### src/core/sfc_pkg.sv
// ****************************************************************
// supply fault config package
// ****************************************************************
package sfc_pkg;

  // ****************************************************************
  // register indices (byte address is four times the index)
  // ****************************************************************
  localparam logic [7:0] IDX_PIN_SETUP   = 8'ha4;  // hw_pin_setup
  localparam logic [7:0] IDX_DEV_A       = 8'ha6;  // device_setup_a
  localparam logic [7:0] IDX_DEV_B       = 8'ha8;  // device_setup_b
  localparam logic [7:0] IDX_PERI_A      = 8'haa;  // peripheral_setup_a
  localparam logic [7:0] IDX_GATE_A      = 8'hac;  // gate_drive_setup_a
  localparam logic [7:0] IDX_GATE_B      = 8'hae;  // gate_drive_setup_b
  localparam logic [7:0] IDX_SUPPLY      = 8'h90;  // supply_fault_setup
  localparam logic [7:0] IDX_IRQ_STATUS  = 8'hb0;  // sticky events, write one to clear
  localparam logic [7:0] IDX_IRQ_MASK    = 8'hb2;  // interrupt enables
  localparam logic [7:0] IDX_STATE       = 8'hb4;  // live fault state, read only
  localparam logic [7:0] IDX_CONTROL     = 8'hb6;  // retry policy and fault clear

  // ****************************************************************
  // writable masks and reset values
  // ****************************************************************
  localparam logic [31:0] PIN_WR_MASK    = 32'h0800_07cf;
  localparam logic [31:0] SUPPLY_WR_MASK = 32'h0000_07ff;
  localparam logic [31:0] CTRL_WR_MASK   = 32'h0000_0001;
  localparam logic [31:0] RST_ZERO       = 32'h0000_0000;
  localparam logic [2:0]  EVT_MASK       = 3'h7;

  // ****************************************************************
  // field positions
  // ****************************************************************
  localparam int CTRL_AUTO_BIT   = 0;  // lock fault auto-retry policy
  localparam int CTRL_CLEAR_BIT  = 1;  // write one: clear latched faults
  localparam int EVT_UV          = 0;
  localparam int EVT_OV          = 1;
  localparam int EVT_RETRY_LATCH = 2;

  // ****************************************************************
  // timing
  // ****************************************************************
  localparam int CLK_HZ          = 20_000_000;
  localparam int RETRY_DELAY_US  = 1000;
  localparam int RETRY_DELAY_CYC = RETRY_DELAY_US * (CLK_HZ / 1_000_000);

  // ****************************************************************
  // types
  // ****************************************************************
  typedef enum logic [1:0] {
    SFC_SPD_ANALOG,
    SFC_SPD_PWM,
    SFC_SPD_DIGITAL,
    SFC_SPD_FREQ
  } sfc_speed_src_e;

  // supply fault setup fields, bits 10..0
  typedef struct packed {
    logic [2:0] undervolt_threshold_sel;
    logic       undervolt_recovery_sel;
    logic [2:0] overvolt_threshold_sel;
    logic       overvolt_recovery_sel;
    logic [2:0] retry_limit_sel;
  } sfc_supply_s;

  // pin setup writable fields
  typedef struct packed {
    logic       bus_voltage_filter_off;
    logic [1:0] tach_idle_behaviour;
    logic [1:0] tach_fault_behaviour;
    logic       alarm_pin_en;
    logic [1:0] brake_override;
    logic [1:0] speed_source;
  } sfc_pin_s;

endpackage

### src/core/sfc_regs.sv
// Chosen here: the Avalon-MM slave port.
`timescale 1ns/1ns
// Function
// - undervolt code picks minimum supply, zero disables
// - undervolt recovery bit: latch or auto-clear
// - overvolt code picks maximum supply, zero disables
// - overvolt recovery bit: latch or auto-clear
// - retry limit code, zero means unlimited
// - six hardware setup registers at fixed offsets
// - pin setup writable fields, rest read zero
// - speed source field picks command source
// - brake override: pin, force brake, none
// - tach output behaviour during a fault
// - auto retry after delay, latch past limit
module sfc_regs
  import sfc_pkg::*;
#(
  parameter int RETRY_CYC = RETRY_DELAY_CYC
) (
  input  wire logic        clk_i,
  input  wire logic        rst_i,
  // avalon-mm slave
  input  wire logic [9:0]  avs_address_i,
  input  wire logic        avs_read_i,
  input  wire logic        avs_write_i,
  input  wire logic [31:0] avs_writedata_i,
  input  wire logic [3:0]  avs_byteenable_i,
  output logic [31:0]      avs_readdata_o,
  output logic             avs_waitrequest_o,
  // supply and pins
  input  wire logic [15:0] supply_mv_i,
  input  wire logic        lock_event_i,
  input  wire logic        brake_pin_i,
  input  wire logic        tach_raw_i,
  output logic             undervolt_fault_o,
  output logic             overvolt_fault_o,
  output logic             lock_fault_o,
  output logic             motor_run_ok_o,
  output logic             brake_o,
  output logic             tach_o,
  output sfc_speed_src_e   speed_src_o,
  output sfc_pin_s         pin_setup_o,
  output logic             irq_o
);

  // ****************************************************************
  // storage
  // ****************************************************************
  logic [31:0] pin_ff;        // hw_pin_setup
  logic [31:0] dev_a_ff;      // device_setup_a
  logic [31:0] dev_b_ff;      // device_setup_b
  logic [31:0] peri_a_ff;     // peripheral_setup_a
  logic [31:0] gate_a_ff;     // gate_drive_setup_a
  logic [31:0] gate_b_ff;     // gate_drive_setup_b
  logic [31:0] supply_ff;     // supply_fault_setup
  logic [31:0] ctrl_ff;       // retry policy
  logic [2:0]  status_ff;     // sticky events
  logic [2:0]  mask_ff;       // interrupt mask
  logic        uv_ff;         // undervolt fault
  logic        ov_ff;         // overvolt fault
  logic        rt_latch_d_ff; // previous retry latch, edge detect
  logic        ack_ff;        // bus answer cycle
  logic [31:0] rdata_ff;      // read data
  logic        tach_ff;       // tach output
  logic        brake_ff;      // brake output

  sfc_supply_s sup;           // supply fields view
  sfc_pin_s    pin;           // pin fields view
  assign sup = sfc_supply_s'(supply_ff[10:0]);
  assign pin = sfc_pin_s'({pin_ff[27], pin_ff[10:6], pin_ff[3:0]});

  // ****************************************************************
  // helper functions
  // ****************************************************************

  // byte enables to bit mask
  function automatic logic [31:0] be_mask(input logic [3:0] be);
    be_mask = {{8{be[3]}}, {8{be[2]}}, {8{be[1]}}, {8{be[0]}}};
  endfunction

  // merge write data into a register under byte and field masks
  function automatic logic [31:0] merge(input logic [31:0] old, input logic [31:0] wd,
                                        input logic [3:0] be, input logic [31:0] wmask);
    logic [31:0] m;
    m     = be_mask(be) & wmask;
    merge = (old & ~m) | (wd & m);
  endfunction

  // undervolt limit in millivolts, zero means no limit
  function automatic logic [15:0] uv_limit_mv(input logic [2:0] sel);
    case (sel)
      3'h1:    uv_limit_mv = 16'h1194;  // 4.5 v
      3'h2:    uv_limit_mv = 16'h1388;  // 5 v
      3'h3:    uv_limit_mv = 16'h157c;  // 5.5 v
      3'h4:    uv_limit_mv = 16'h1770;  // 6 v
      3'h5:    uv_limit_mv = 16'h1d4c;  // 7.5 v
      3'h6:    uv_limit_mv = 16'h2710;  // 10 v
      3'h7:    uv_limit_mv = 16'h30d4;  // 12.5 v
      default: uv_limit_mv = 16'h0000;
    endcase
  endfunction

  // overvolt limit in millivolts, 20 v plus 2.5 v steps
  function automatic logic [15:0] ov_limit_mv(input logic [2:0] sel);
    case (sel)
      3'h1:    ov_limit_mv = 16'h4e20;  // 20 v
      3'h2:    ov_limit_mv = 16'h57e4;  // 22.5 v
      3'h3:    ov_limit_mv = 16'h61a8;  // 25 v
      3'h4:    ov_limit_mv = 16'h6b6c;  // 27.5 v
      3'h5:    ov_limit_mv = 16'h7530;  // 30 v
      3'h6:    ov_limit_mv = 16'h7ef4;  // 32.5 v
      3'h7:    ov_limit_mv = 16'h88b8;  // 35 v
      default: ov_limit_mv = 16'h0000;
    endcase
  endfunction

  // ****************************************************************
  // bus handshake
  // ****************************************************************
  logic       req;      // read or write pending
  logic       wr_go;    // write takes effect this edge
  logic [7:0] idx;      // register index
  logic       clr_go;   // software clear of latched faults
  assign req   = avs_read_i | avs_write_i;
  assign idx   = avs_address_i[9:2];
  assign wr_go = avs_write_i & ack_ff;
  // one wait state: answer on the second cycle of each request
  assign avs_waitrequest_o = req & ~ack_ff;
  assign avs_readdata_o    = rdata_ff;
  assign clr_go = wr_go && (idx == IDX_CONTROL) && avs_byteenable_i[0]
                  && avs_writedata_i[CTRL_CLEAR_BIT];

  // answer cycle flag
  always_ff @(posedge clk_i or posedge rst_i) begin
    if (rst_i) begin
      ack_ff <= 1'b0;
    end else begin
      ack_ff <= req & ~ack_ff;
    end
  end

  // ****************************************************************
  // read mux, sampled in the wait cycle
  // ****************************************************************
  logic [31:0] nxt_rdata;
  logic [4:0]  tries;        // retries used
  logic        rt_fault;     // retry controller fault
  logic        rt_latched;   // retries exhausted

  // address decode for reads
  always_comb begin
    nxt_rdata = 32'h0000_0000;  // unmapped reads as zero
    if (idx == IDX_PIN_SETUP) begin
      nxt_rdata = pin_ff;
    end else if (idx == IDX_DEV_A) begin
      nxt_rdata = dev_a_ff;
    end else if (idx == IDX_DEV_B) begin
      nxt_rdata = dev_b_ff;
    end else if (idx == IDX_PERI_A) begin
      nxt_rdata = peri_a_ff;
    end else if (idx == IDX_GATE_A) begin
      nxt_rdata = gate_a_ff;
    end else if (idx == IDX_GATE_B) begin
      nxt_rdata = gate_b_ff;
    end else if (idx == IDX_SUPPLY) begin
      nxt_rdata = supply_ff;
    end else if (idx == IDX_IRQ_STATUS) begin
      nxt_rdata = {29'h0, status_ff};
    end else if (idx == IDX_IRQ_MASK) begin
      nxt_rdata = {29'h0, mask_ff};
    end else if (idx == IDX_STATE) begin
      nxt_rdata = {19'h0, tries, 4'h0, rt_latched, rt_fault, ov_ff, uv_ff};
    end else if (idx == IDX_CONTROL) begin
      nxt_rdata = ctrl_ff;
    end
  end

  // read data register
  always_ff @(posedge clk_i or posedge rst_i) begin
    if (rst_i) begin
      rdata_ff <= RST_ZERO;
    end else if (avs_read_i && !ack_ff) begin
      rdata_ff <= nxt_rdata;
    end
  end

  // ****************************************************************
  // configuration writes
  // ****************************************************************

  // pin setup: only documented fields take writes
  always_ff @(posedge clk_i or posedge rst_i) begin
    if (rst_i) begin
      pin_ff <= RST_ZERO;
    end else if (wr_go && idx == IDX_PIN_SETUP) begin
      pin_ff <= merge(pin_ff, avs_writedata_i, avs_byteenable_i, PIN_WR_MASK);
    end
  end

  // remaining hardware setup words, held as plain storage
  always_ff @(posedge clk_i or posedge rst_i) begin
    if (rst_i) begin
      dev_a_ff  <= RST_ZERO;
      dev_b_ff  <= RST_ZERO;
      peri_a_ff <= RST_ZERO;
      gate_a_ff <= RST_ZERO;
      gate_b_ff <= RST_ZERO;
    end else if (wr_go) begin
      // fixed index per register
      if (idx == IDX_DEV_A) begin
        dev_a_ff <= merge(dev_a_ff, avs_writedata_i, avs_byteenable_i, '1);
      end else if (idx == IDX_DEV_B) begin
        dev_b_ff <= merge(dev_b_ff, avs_writedata_i, avs_byteenable_i, '1);
      end else if (idx == IDX_PERI_A) begin
        peri_a_ff <= merge(peri_a_ff, avs_writedata_i, avs_byteenable_i, '1);
      end else if (idx == IDX_GATE_A) begin
        gate_a_ff <= merge(gate_a_ff, avs_writedata_i, avs_byteenable_i, '1);
      end else if (idx == IDX_GATE_B) begin
        gate_b_ff <= merge(gate_b_ff, avs_writedata_i, avs_byteenable_i, '1);
      end
    end
  end

  // supply fault setup, control and mask
  always_ff @(posedge clk_i or posedge rst_i) begin
    if (rst_i) begin
      supply_ff <= RST_ZERO;
      ctrl_ff   <= RST_ZERO;
      mask_ff   <= 3'h0;
    end else if (wr_go) begin
      if (idx == IDX_SUPPLY) begin
        supply_ff <= merge(supply_ff, avs_writedata_i, avs_byteenable_i, SUPPLY_WR_MASK);
      end else if (idx == IDX_CONTROL) begin
        // clear bit is a strobe, never stored
        ctrl_ff <= merge(ctrl_ff, avs_writedata_i, avs_byteenable_i, CTRL_WR_MASK);
      end else if (idx == IDX_IRQ_MASK && avs_byteenable_i[0]) begin
        mask_ff <= avs_writedata_i[2:0] & EVT_MASK;
      end
    end
  end

  // ****************************************************************
  // supply monitor
  // ****************************************************************
  logic uv_now;  // supply below minimum
  logic ov_now;  // supply above maximum
  assign uv_now = (sup.undervolt_threshold_sel != 3'h0)
                  && (supply_mv_i < uv_limit_mv(sup.undervolt_threshold_sel));
  assign ov_now = (sup.overvolt_threshold_sel != 3'h0)
                  && (supply_mv_i > ov_limit_mv(sup.overvolt_threshold_sel));

  // undervolt fault: detection wins over any clear
  always_ff @(posedge clk_i or posedge rst_i) begin
    if (rst_i) begin
      uv_ff <= 1'b0;
    end else if (uv_now) begin
      uv_ff <= 1'b1;
    end else if (sup.undervolt_recovery_sel || clr_go) begin
      uv_ff <= 1'b0;
    end
  end

  // overvolt fault: same policy as undervolt
  always_ff @(posedge clk_i or posedge rst_i) begin
    if (rst_i) begin
      ov_ff <= 1'b0;
    end else if (ov_now) begin
      ov_ff <= 1'b1;
    end else if (sup.overvolt_recovery_sel || clr_go) begin
      ov_ff <= 1'b0;
    end
  end

  // ****************************************************************
  // retry handling for the lock fault
  // ****************************************************************
  sfc_retry_ctrl #(
    .DELAY_CYC (RETRY_CYC),
    .CNT_W     (24)
  ) u_retry (
    .clk_i       (clk_i),
    .rst_i       (rst_i),
    .event_i     (lock_event_i),
    .auto_i      (ctrl_ff[CTRL_AUTO_BIT]),
    .limit_sel_i (sup.retry_limit_sel),
    .clear_i     (clr_go),
    .fault_o     (rt_fault),
    .latched_o   (rt_latched),
    .tries_o     (tries)
  );

  // ****************************************************************
  // interrupts
  // ****************************************************************
  logic [2:0] evt;       // rising fault edges
  logic [2:0] w1c;       // bits software clears
  logic       uv_d_ff;   // previous undervolt
  logic       ov_d_ff;   // previous overvolt
  assign evt = {rt_latched & ~rt_latch_d_ff, ov_now & ~ov_d_ff, uv_now & ~uv_d_ff};
  assign w1c = (wr_go && idx == IDX_IRQ_STATUS && avs_byteenable_i[0]) ? avs_writedata_i[2:0] : 3'h0;

  // edge history
  always_ff @(posedge clk_i or posedge rst_i) begin
    if (rst_i) begin
      uv_d_ff       <= 1'b0;
      ov_d_ff       <= 1'b0;
      rt_latch_d_ff <= 1'b0;
    end else begin
      uv_d_ff       <= uv_now;
      ov_d_ff       <= ov_now;
      rt_latch_d_ff <= rt_latched;
    end
  end

  // sticky status; a new event beats a same-cycle clear
  always_ff @(posedge clk_i or posedge rst_i) begin
    if (rst_i) begin
      status_ff <= 3'h0;
    end else begin
      status_ff <= (status_ff & ~w1c) | evt;
    end
  end

  assign irq_o = |(status_ff & mask_ff);

  // ****************************************************************
  // pin behaviour
  // ****************************************************************
  logic any_fault;  // any fault active
  assign any_fault = uv_ff | ov_ff | rt_fault;

  // brake output follows override field
  always_ff @(posedge clk_i or posedge rst_i) begin
    if (rst_i) begin
      brake_ff <= 1'b0;
    end else begin
      case (pin.brake_override)
        2'h1:    brake_ff <= 1'b1;         // force low-side brake
        2'h2:    brake_ff <= 1'b0;         // ignore pin
        default: brake_ff <= brake_pin_i;  // follow pin
      endcase
    end
  end

  // tach output; mode 3 during fault is undefined, treated as pass-through
  always_ff @(posedge clk_i or posedge rst_i) begin
    if (rst_i) begin
      tach_ff <= 1'b0;
    end else if (!any_fault) begin
      tach_ff <= tach_raw_i;
    end else begin
      case (pin.tach_fault_behaviour)
        2'h0:    tach_ff <= tach_ff;     // hold last driving value
        2'h1:    tach_ff <= 1'b1;
        2'h2:    tach_ff <= 1'b0;
        default: tach_ff <= tach_raw_i;
      endcase
    end
  end

  // ****************************************************************
  // outputs
  // ****************************************************************
  assign undervolt_fault_o = uv_ff;
  assign overvolt_fault_o  = ov_ff;
  assign lock_fault_o      = rt_fault;
  assign motor_run_ok_o    = ~any_fault;
  assign brake_o           = brake_ff;
  assign tach_o            = tach_ff;
  assign speed_src_o       = sfc_speed_src_e'(pin.speed_source);
  assign pin_setup_o       = pin;

endmodule

### src/core/sfc_retry_ctrl.sv
`timescale 1ns/1ns
// ****************************************************************
// auto-retry controller for a recoverable fault
// ****************************************************************
module sfc_retry_ctrl
  import sfc_pkg::*;
#(
  parameter int DELAY_CYC = RETRY_DELAY_CYC,
  parameter int CNT_W     = 24
) (
  input  wire logic       clk_i,
  input  wire logic       rst_i,
  input  wire logic       event_i,      // fault detected, one cycle
  input  wire logic       auto_i,       // auto-retry policy selected
  input  wire logic [2:0] limit_sel_i,  // retry_limit_sel
  input  wire logic       clear_i,      // software clear
  output logic            fault_o,      // fault active
  output logic            latched_o,    // retries exhausted
  output logic [4:0]      tries_o       // retries used
);

  typedef enum logic [1:0] {SFC_RT_IDLE, SFC_RT_WAIT, SFC_RT_LATCH} sfc_rt_e;

  sfc_rt_e            state_ff;    // controller state
  logic [CNT_W-1:0]   delay_ff;    // retry delay countdown
  logic [4:0]         tries_ff;    // retries taken so far

  // allowed attempts per code; zero means no limit
  function automatic logic [4:0] limit_of(input logic [2:0] sel);
    case (sel)
      3'h1:    limit_of = 5'h02;
      3'h2:    limit_of = 5'h03;
      3'h3:    limit_of = 5'h05;
      3'h4:    limit_of = 5'h07;
      3'h5:    limit_of = 5'h0a;
      3'h6:    limit_of = 5'h0f;
      3'h7:    limit_of = 5'h14;
      default: limit_of = 5'h00;
    endcase
  endfunction

  // one more retry allowed?
  logic room;
  assign room = (limit_sel_i == 3'h0) || (tries_ff < limit_of(limit_sel_i));

  // state and counters
  always_ff @(posedge clk_i or posedge rst_i) begin
    if (rst_i) begin
      state_ff <= SFC_RT_IDLE;
      delay_ff <= '0;
      tries_ff <= 5'h00;
    end else begin
      case (state_ff)
        SFC_RT_IDLE: begin
          if (event_i) begin
            if (auto_i && room) begin
              state_ff <= SFC_RT_WAIT;
              delay_ff <= CNT_W'(DELAY_CYC - 1);
              // saturate so unlimited mode never wraps
              if (tries_ff != 5'h1f) begin
                tries_ff <= tries_ff + 5'h01;
              end
            end else begin
              state_ff <= SFC_RT_LATCH;
            end
          end else if (clear_i) begin
            tries_ff <= 5'h00;
          end
        end
        SFC_RT_WAIT: begin
          // fault clears after the retry delay
          if (delay_ff == '0) begin
            state_ff <= SFC_RT_IDLE;
          end else begin
            delay_ff <= delay_ff - CNT_W'(1);
          end
        end
        default: begin
          // latched until software clears
          if (clear_i) begin
            state_ff <= SFC_RT_IDLE;
            tries_ff <= 5'h00;
          end
        end
      endcase
    end
  end

  assign fault_o   = (state_ff != SFC_RT_IDLE);
  assign latched_o = (state_ff == SFC_RT_LATCH);
  assign tries_o   = tries_ff;

endmodule

### config.mk
export PLATFORM = sky130hd
export DESIGN_NAME = sfc_regs
export DESIGN_NICKNAME = d
export VERILOG_FILES = /design/src/core/sfc_pkg.sv /design/src/core/sfc_regs.sv /design/src/core/sfc_retry_ctrl.sv
export SDC_FILE = /design/constraint.sdc
export NUM_CORES = 1
export LEC_CHECK = 0
export BUFFER_PORTS_ARGS = -buffer_cell sky130_fd_sc_hd__buf_2
export CORE_ASPECT_RATIO = 1.5
export CORE_MARGIN = 8
export CORE_UTILIZATION = 40
export CTS_BUF_LIST = sky130_fd_sc_hd__clkbuf_4 sky130_fd_sc_hd__clkbuf_8
export CTS_CLUSTER_DIAMETER = 60
export DETAILED_ROUTE_END_ITERATION = 6
export HOLD_SLACK_MARGIN = 0.05
export PLACE_DENSITY = 0.58
export SKIP_CTS_REPAIR_TIMING = 1
export SLEW_MARGIN = 20
export SYNTH_ARGS = -nofsm -noshare
export SYNTH_HDL_FRONTEND = slang
export SYNTH_HIERARCHICAL = 1
export SYNTH_SLANG_ARGS = --single-unit
### constraint.sdc
create_clock -name clk_i -period 21.5 [get_ports clk_i]
set_clock_uncertainty 0.2 [all_clocks]
set_input_delay 5.375 -clock clk_i [delete_from_list [all_inputs] [get_ports clk_i]]
set_output_delay 5.375 -clock clk_i [all_outputs]
set_load 0.02 [all_outputs]
==> results of run 1 <==
[layout make-up]
| class | instances | area share |
|---|---|---|
| Clock inverter | 4 | 0.00337 |
| Tap cell | 420 | 0.0345 |
| Inverter | 31 | 0.00814 |
| Clock buffer | 71 | 0.0584 |
| Sequential cell | 259 | 0.426 |
| Timing Repair Buffer | 131 | 0.0452 |
| Multi-Input combinational cell | 821 | 0.424 |
| Antenna cell | 2 | 0.000329 |
[metal layers]
layer  GRT usage  part of all wire
met1       0.228              0.41
met3      0.0382             0.057
met4      0.0674             0.027
met2       0.330              0.51
met5           0           0.00083
[worst max path at each step]
| stage | startpoint | endpoint | slack (ns) | cells past startpoint |
|---|---|---|---|---|
| global placement | avs_write_i | avs_waitrequest_o | 10.10 | 4 |
| finish | avs_write_i | avs_waitrequest_o | 10.10 | 4 |
| floorplan | rst_i | asynchronous set/reset pin | 9.68 | 1 |
| CTS | avs_write_i | avs_waitrequest_o | 10.08 | 4 |
| detailed placement | avs_write_i | avs_waitrequest_o | 10.09 | 4 |
| global route | avs_write_i | avs_waitrequest_o | 10.06 | 4 |
[where the power goes]
| group | leakage (uW) | switching (uW) | total, uW | internal [uW] |
|---|---|---|---|---|
| clock | 0.000497 | 198 | 471 | 272 |
| combinational | 0.00330 | 49.8 | 73.0 | 23.2 |
| sequential | 0.00346 | 5.86 | 501 | 496 |
| total | 0.00726 | 254 | 1050 | 791 |
[worst max-delay path, stage by stage]
cell	delay, ns
buf_2	0.11
nor2_1	0.05
nor2_1	0.11
buf_2	0.18
[synth_stat cells, types with 6 or more instances]
cell / number / share of area
a2111oi_0: 14 / 0.0092
a211oi_1: 8 / 0.0045
a21oi_1: 52 / 0.019
a221o_1: 8 / 0.0060
a22o_1: 11 / 0.0072
a22oi_1: 11 / 0.0062
a2bb2oi_1: 8 / 0.0052
a31oi_1: 10 / 0.0047
and3_1: 15 / 0.0070
buf_2: 24 / 0.0090
buf_4: 6 / 0.0034
clkbuf_1: 37 / 0.010
dfrtp_1: 259 / 0.48
ha_1: 37 / 0.035
inv_1: 31 / 0.0087
mux2_2: 186 / 0.16
mux2i_1: 37 / 0.028
nand2_1: 87 / 0.024
nand2b_1: 11 / 0.0051
nand3_1: 40 / 0.015
nand4_1: 6 / 0.0028
nor2_1: 56 / 0.016
nor2b_1: 9 / 0.0042
nor3_1: 15 / 0.0056
nor4_1: 6 / 0.0028
o211ai_1: 22 / 0.012
o21ai_0: 33 / 0.012
o21ai_1: 11 / 0.0041
o41ai_1: 14 / 0.0092
or3_1: 9 / 0.0042
[cell families (layout without fill, tap and decap cells)]
logic type,Yosys count,in the layout
buffers and inverters,101,237
multiplexers,224,224
XOR/XNOR,4,4
flip-flops,259,259
other,0,2
AO/OA/AOI/OAI,254,254
adder cells (fa/ha/maj),37,37
AND/OR/NAND/NOR,302,302
[per-stage QoR]
step | hold WS (ns) | instances | cell area (sq um)
2_1_floorplan | 0.259 | 1181 | 13400
3_3_place_gp | 0.261 | 1662 | 14300
3_5_place_dp | 0.258 | 1662 | 14300
4_1_cts | 0.277 | 1737 | 15200
5_1_grt | 0.310 | 1737 | 15200
6_report | 0.277 | 1739 | 15200
==> summary.md, run 1 <==
| Metric | Value |
|---|---|
| Outcome | `finished clean` |
| Crit path setup slack, layout | `10.10 ns` |
| Synth Cell Area | `13,400 sq um` |
| Hold Crit Start | `avs_readdata_o[25]` |
| Simple-gate share of the synthesized area | `0.121` |
| Via count | `10,100` |
| Final WL | `37,400 um` |
| Routed Antenna Nets | `0` |
| Sequential fraction of the synthesis area | `0.485` |
| Sink Count | `259` |
| Filler cell count | `3,083` |
| Commonest non-fill, non-tap cell in the layout | `dfrtp_1` |
| Top FF cell, synth | `dfrtp_1` |
| Max VDD drop | `0.0000444 V` |
| Final setup vio count | `0` |
| Pwr Density | `68.6 nW/um^2` |
| WP data arrival | `5.83 ns` |
| Io pins | `121` |
| Number of global-route vias before repair | `10,500` |
| Register bit count reported by yosys | `259` |
| Final nets | `1,392` |
| Initial antenna violation count | `5` |
| Drt pass-1 iters | `5` |
| Initial Util | `0.403` |
| Post-synthesis mux area share | `0.186` |
| Via-to-Cell Ratio | `5.78` |
| Die span in x | `165 um` |
| Die area | `39,700 sq um` |
| Post-synth cell types | `88` |
| Clock Latency Late Sink | `0.56 ns` |
| Synth Area in Adders | `0.0346` |
| DR iter-0 viols | `618` |
| Fmax | `87.7 MHz` |
| Row cnt | `82` |
| Worst Hold Depth | `2` |
| Post-synth EDFFs | `0` |
| H-tree depth | `2` |
| Multi-input logic area | `6460 sq um` |
| Final Hold Vio Count | `0` |
| TritonCTS clock tree | `done` |
| Synth Area in XOR/XNOR | `0.00262` |
| Synthesis warning total | `6` |
| Post-Syn Nets | `1,287` |
| Routed len/inst | `21.5 um` |
| Max-slew headroom | `0.310` |
| Crit Path Class | `input pin to output pin` |
| Clock-pin slew on the worst setup and hold paths | `0.06 ns` |
| Register Area | `6480 sq um` |
| Max_cap viols | `0` |
| R2R depth | `11` |
| Compound-gate portion of the synthesized area | `0.138` |
| Largest family of logic cells by synthesized area | `multiplexers` |
| Measured slew at the worst slew-check pin | `1.03 ns` |
| Total GRT Usage | `0.190` |
| Pleak | `0.00726 uW` |
| Commonest non-fill, non-tap cells in the layout | `dfrtp_1, mux2_2, buf_2, nand2_1, clkbuf_8` |
| Hold Crit Class | `flop to flop` |
| Final min period | `11.40 ns` |
| Setup WS pre-CTS | `10.09 ns` |
| Setup TNS | `0 ns` |
| Chip height | `240 um` |
| GP Congestion | `0.799` |
| Crit path max fanout | `5` |
| Design Power | `1050 uW` |
| Async SR Flop Fraction | `1.00` |
| Max-slew violation count | `0` |
| Largest net degree at the start of global routing | `100` |
| First-pass GRT wire length | `58,600 um` |
| Utilization after layout | `0.459` |
| RSZ-0062 raised after global routing | `no` |
| Period utilization | `0.530` |
| CP Capture Type | `output pin` |
| Core Footprint | `33,100 sq um` |
| Syn avg cell area | `11.3 sq um` |
| Layout cells sized above 1 | `0.326` |
| Clk buf depth | `3` |
| Worst r2r dst | `status_ff[1]` |
| Buffers on Ports | `118` |
| Area grow syn2layout | `13.9%` |
| Clock root buffer | `clkbuf_8` |
| Critical path data required time | `15.93 ns` |
| R2R Setup Slk | `17.91 ns` |
| DR DRC count | `0` |
| TritonCTS Buffers | `42` |
| Post-DP HPWL | `25,800 um` |
| Hold path endpoint | `avs_readdata_o[25]` |
| Overflow after GRT | `0` |
| Post-synthesis instance total | `1,181` |
| CP Launch Type | `input pin` |
Power figures use the tool's default switching activity.
==> run 2, diff against run 1 <==
--- a/config.mk
+++ b/config.mk
@@ -5,6 +5,7 @@
 export SDC_FILE = /design/constraint.sdc
 export NUM_CORES = 1
 export LEC_CHECK = 0
+export ABC_AREA = 1
 export BUFFER_PORTS_ARGS = -buffer_cell sky130_fd_sc_hd__buf_2
 export CORE_ASPECT_RATIO = 1.5
 export CORE_MARGIN = 8
@@ -13,7 +14,7 @@
 export CTS_CLUSTER_DIAMETER = 60
 export DETAILED_ROUTE_END_ITERATION = 6
 export HOLD_SLACK_MARGIN = 0.05
-export PLACE_DENSITY = 0.58
+export PLACE_DENSITY = 0.61
 export SKIP_CTS_REPAIR_TIMING = 1
 export SLEW_MARGIN = 20
 export SYNTH_ARGS = -nofsm -noshare
==> constraint.sdc (replaced) <==
create_clock -name clk_i -period 9.83 [get_ports clk_i]
set_clock_uncertainty 0.2 [all_clocks]
set_input_delay 2.4575 -clock clk_i [delete_from_list [all_inputs] [get_ports clk_i]]
set_output_delay 2.4575 -clock clk_i [all_outputs]
set_load 0.02 [all_outputs]
==> run 2 against run 1 <==
Global-route usage decreased by 0.17 points. Total power up 120%. Synthesized cell count increased by 41%. Hold slack got worse by 0.060 ns. Wire length down 1.6%. Setup slack worse by 5.8 ns. Flip-flop and latch count unchanged. Register-to-register slack got worse by 11 ns. Cell area decreased by 0.12%. Synthesized area is 0.31% higher. First-iteration DRC count increased by 9.2%.
==> summary.md, run 2 <==
| Metric | Value |
|---|---|
| Total GRT Usage | `0.189` |
| DR DRC count | `0` |
| Sink Count | `259` |
| Core Footprint | `33,200 sq um` |
| Post-Syn Nets | `1,777` |
| Final nets | `1,896` |
| Clock-pin slew on the worst setup and hold paths | `0.06 ns` |
| Multi-input logic area | `6050 sq um` |
| Async SR Flop Fraction | `1.00` |
| TritonCTS clock tree | `done` |
| Final Hold Vio Count | `0` |
| Initial antenna violation count | `4` |
| Min Hold Slack | `0.217 ns` |
| CP Launch Type | `input pin` |
| Commonest non-fill, non-tap cell in the layout | `nand2_1` |
| Max VDD drop | `0.000121 V` |
| Crit path max fanout | `2` |
| Sequential fraction of the synthesis area | `0.483` |
| Critical path data required time | `7.17 ns` |
| RSZ-0062 raised after global routing | `no` |
| GP Congestion | `0.879` |
| Row cnt | `82` |
| Final min period | `5.53 ns` |
| Largest net degree at the start of global routing | `100` |
| Register Area | `6480 sq um` |
| Routed len/inst | `16.4 um` |
| Largest cells by area after synthesis | `dfrtp_1, nand2_1, o21ai_0` |
| Outcome | `finished clean` |
| Area grow syn2layout | `13.4%` |
| Top FF cell, synth | `dfrtp_1` |
| Number of global-route vias before repair | `11,300` |
| Comb pwr share | `0.072` |
| Clock Latency Late Sink | `0.56 ns` |
| Post-synthesis instance total | `1,671` |
| Max-slew headroom | `0.264` |
| Clk buf depth | `3` |
| H-tree depth | `2` |
| Buffers on Ports | `118` |
| Layout cells sized above 1 | `0.179` |
| Measured slew at the worst slew-check pin | `1.10 ns` |
| Syn avg cell area | `8.03 sq um` |
| Post-synth top area share | `0.483` |
| Crit path setup slack, layout | `4.30 ns` |
| TritonCTS Buffers | `44` |
| Design Power | `2300 uW` |
| Synth Cell Area | `13,400 sq um` |
| Cell with the most instances after synthesis | `nand2_1` |
| CP Capture Type | `output pin` |
| Via-to-Cell Ratio | `5.09` |
| Synth cell count leaders | `nand2_1, dfrtp_1, o21ai_0` |
| Clock root buffer | `clkbuf_8` |
| Pleak | `0.00773 uW` |
| Final WL | `36,800 um` |
| Max-slew violation count | `0` |
| Setup TNS | `0 ns` |
| WP data arrival | `2.88 ns` |
| Crit Path Class | `input pin to output pin` |
| Fmax | `181 MHz` |
| Post-DP HPWL | `25,700 um` |
| First-pass GRT wire length | `59,500 um` |
| Hold Crit Class | `flop to flop` |
| Switching share of power | `0.250` |
| Drt pass-1 iters | `5` |
| Pint | `1730 uW` |
| Initial Util | `0.403` |
| Max_cap viols | `0` |
| Via count | `11,400` |
| Routed Antenna Nets | `0` |
| Register bit count reported by yosys | `259` |
| Die area | `39,800 sq um` |
| Post-synth EDFFs | `0` |
| Overflow after GRT | `0` |
| Period utilization | `0.563` |
| Synth area leader | `dfrtp_1` |
| Post-synth cell types | `51` |
| Die span in x | `166 um` |
| Chip height | `240 um` |
| DR iter-0 viols | `675` |
| Pwr Density | `152 nW/um^2` |
| Filler cell count | `3,350` |
| Setup WS pre-CTS | `4.29 ns` |
| Clk pwr share | `0.445` |
| Synthesis warning total | `6` |
| Io pins | `121` |
| Final setup vio count | `0` |
| Commonest non-fill, non-tap cells in the layout | `nand2_1, dfrtp_1, o21ai_0, nor2_1, inv_1` |
| Sequential Power Share | `0.483` |
| P_sw | `575 uW` |
[run 2: cell types whose count changed after synthesis, sizes merged, moves of 14 or more]
cell,before,now
mux2i,37,3
a2111oi,16,0
o211ai,22,3
mux2,186,1
inv,31,150
o41ai,14,0
o21ai,44,240
nand3,41,75
nand2,91,546
and3,17,2
nor2,58,173
[run 2: final cells by class]
class                      count  share of cell area
clock buffer                  71              0.0577
timing repair buffer         125              0.0423
sequential                   259               0.426
tap                          420              0.0346
clock inverter                 4             0.00337
inverter                     152              0.0380
multi-input combinational   1208               0.398
antenna                        2            0.000329
[run 2: kinds of logic (layout without fill, tap and decap cells)]
logic type      after synthesis  in the layout  share of synthesized area
simple gates                841            841                      0.269
compound gates              314            314                      0.136
flops                       259            259                      0.483
buf+inv                     204            352                     0.0659
fa+ha+maj                    37             37                     0.0345
xor+xnor                     12             12                    0.00784
mux                           4              4                    0.00308
other cells                   0              2                          0
[run 2: power by group through the flow]
stage,logic [uW],clock network (uW),registers [uW]
after detailed placement,170,0,1130
after CTS,170,1060,1110
after floorplan,94.9,0,1140
after global placement,165,0,1130
after global routing,189,1090,1120
final,167,1030,1110
[run 2: worst paths after layout]
path / from / endpoint / slack [ns] / cells after the start
setup / recovery: avs_write_i / avs_waitrequest_o / 4.30 / 4
hold / removal: rt_latch_d_ff / status_ff[2] / 0.22 / 1
setup reg to reg: flop / overvolt_fault_o / 6.81 / 14
hold reg to reg: rt_latch_d_ff / status_ff[2] / 0.22 / 1
max in group asynchronous: rst_i / asynchronous set/reset pin / 6.23 / 3
min in group asynchronous: rst_i / asynchronous set/reset pin / 1.84 / 2
[run 2: worst max-delay path: stages]
cell and delay (ns):
buf_2 0.09, nor2_1 0.04, nor2_1 0.11, buf_2 0.19
[run 2: metal layers]
metal,GRT usage,wire (um)
met2,0.323,18300
met4,0.0678,1010
met5,0,23
met3,0.0367,2260
met1,0.230,15300
[run 2: per-stage QoR]
| step | util | area (sq um) | cells |
|---|---|---|---|
| finish | 0.458 | 15200 | 2241 |
| global route | 0.458 | 15200 | 2241 |
| CTS | 0.457 | 15200 | 2239 |
| detailed placement | 0.429 | 14300 | 2164 |
| floorplan | - | 13400 | 1671 |
| global placement | 0.429 | 14300 | 2164 |
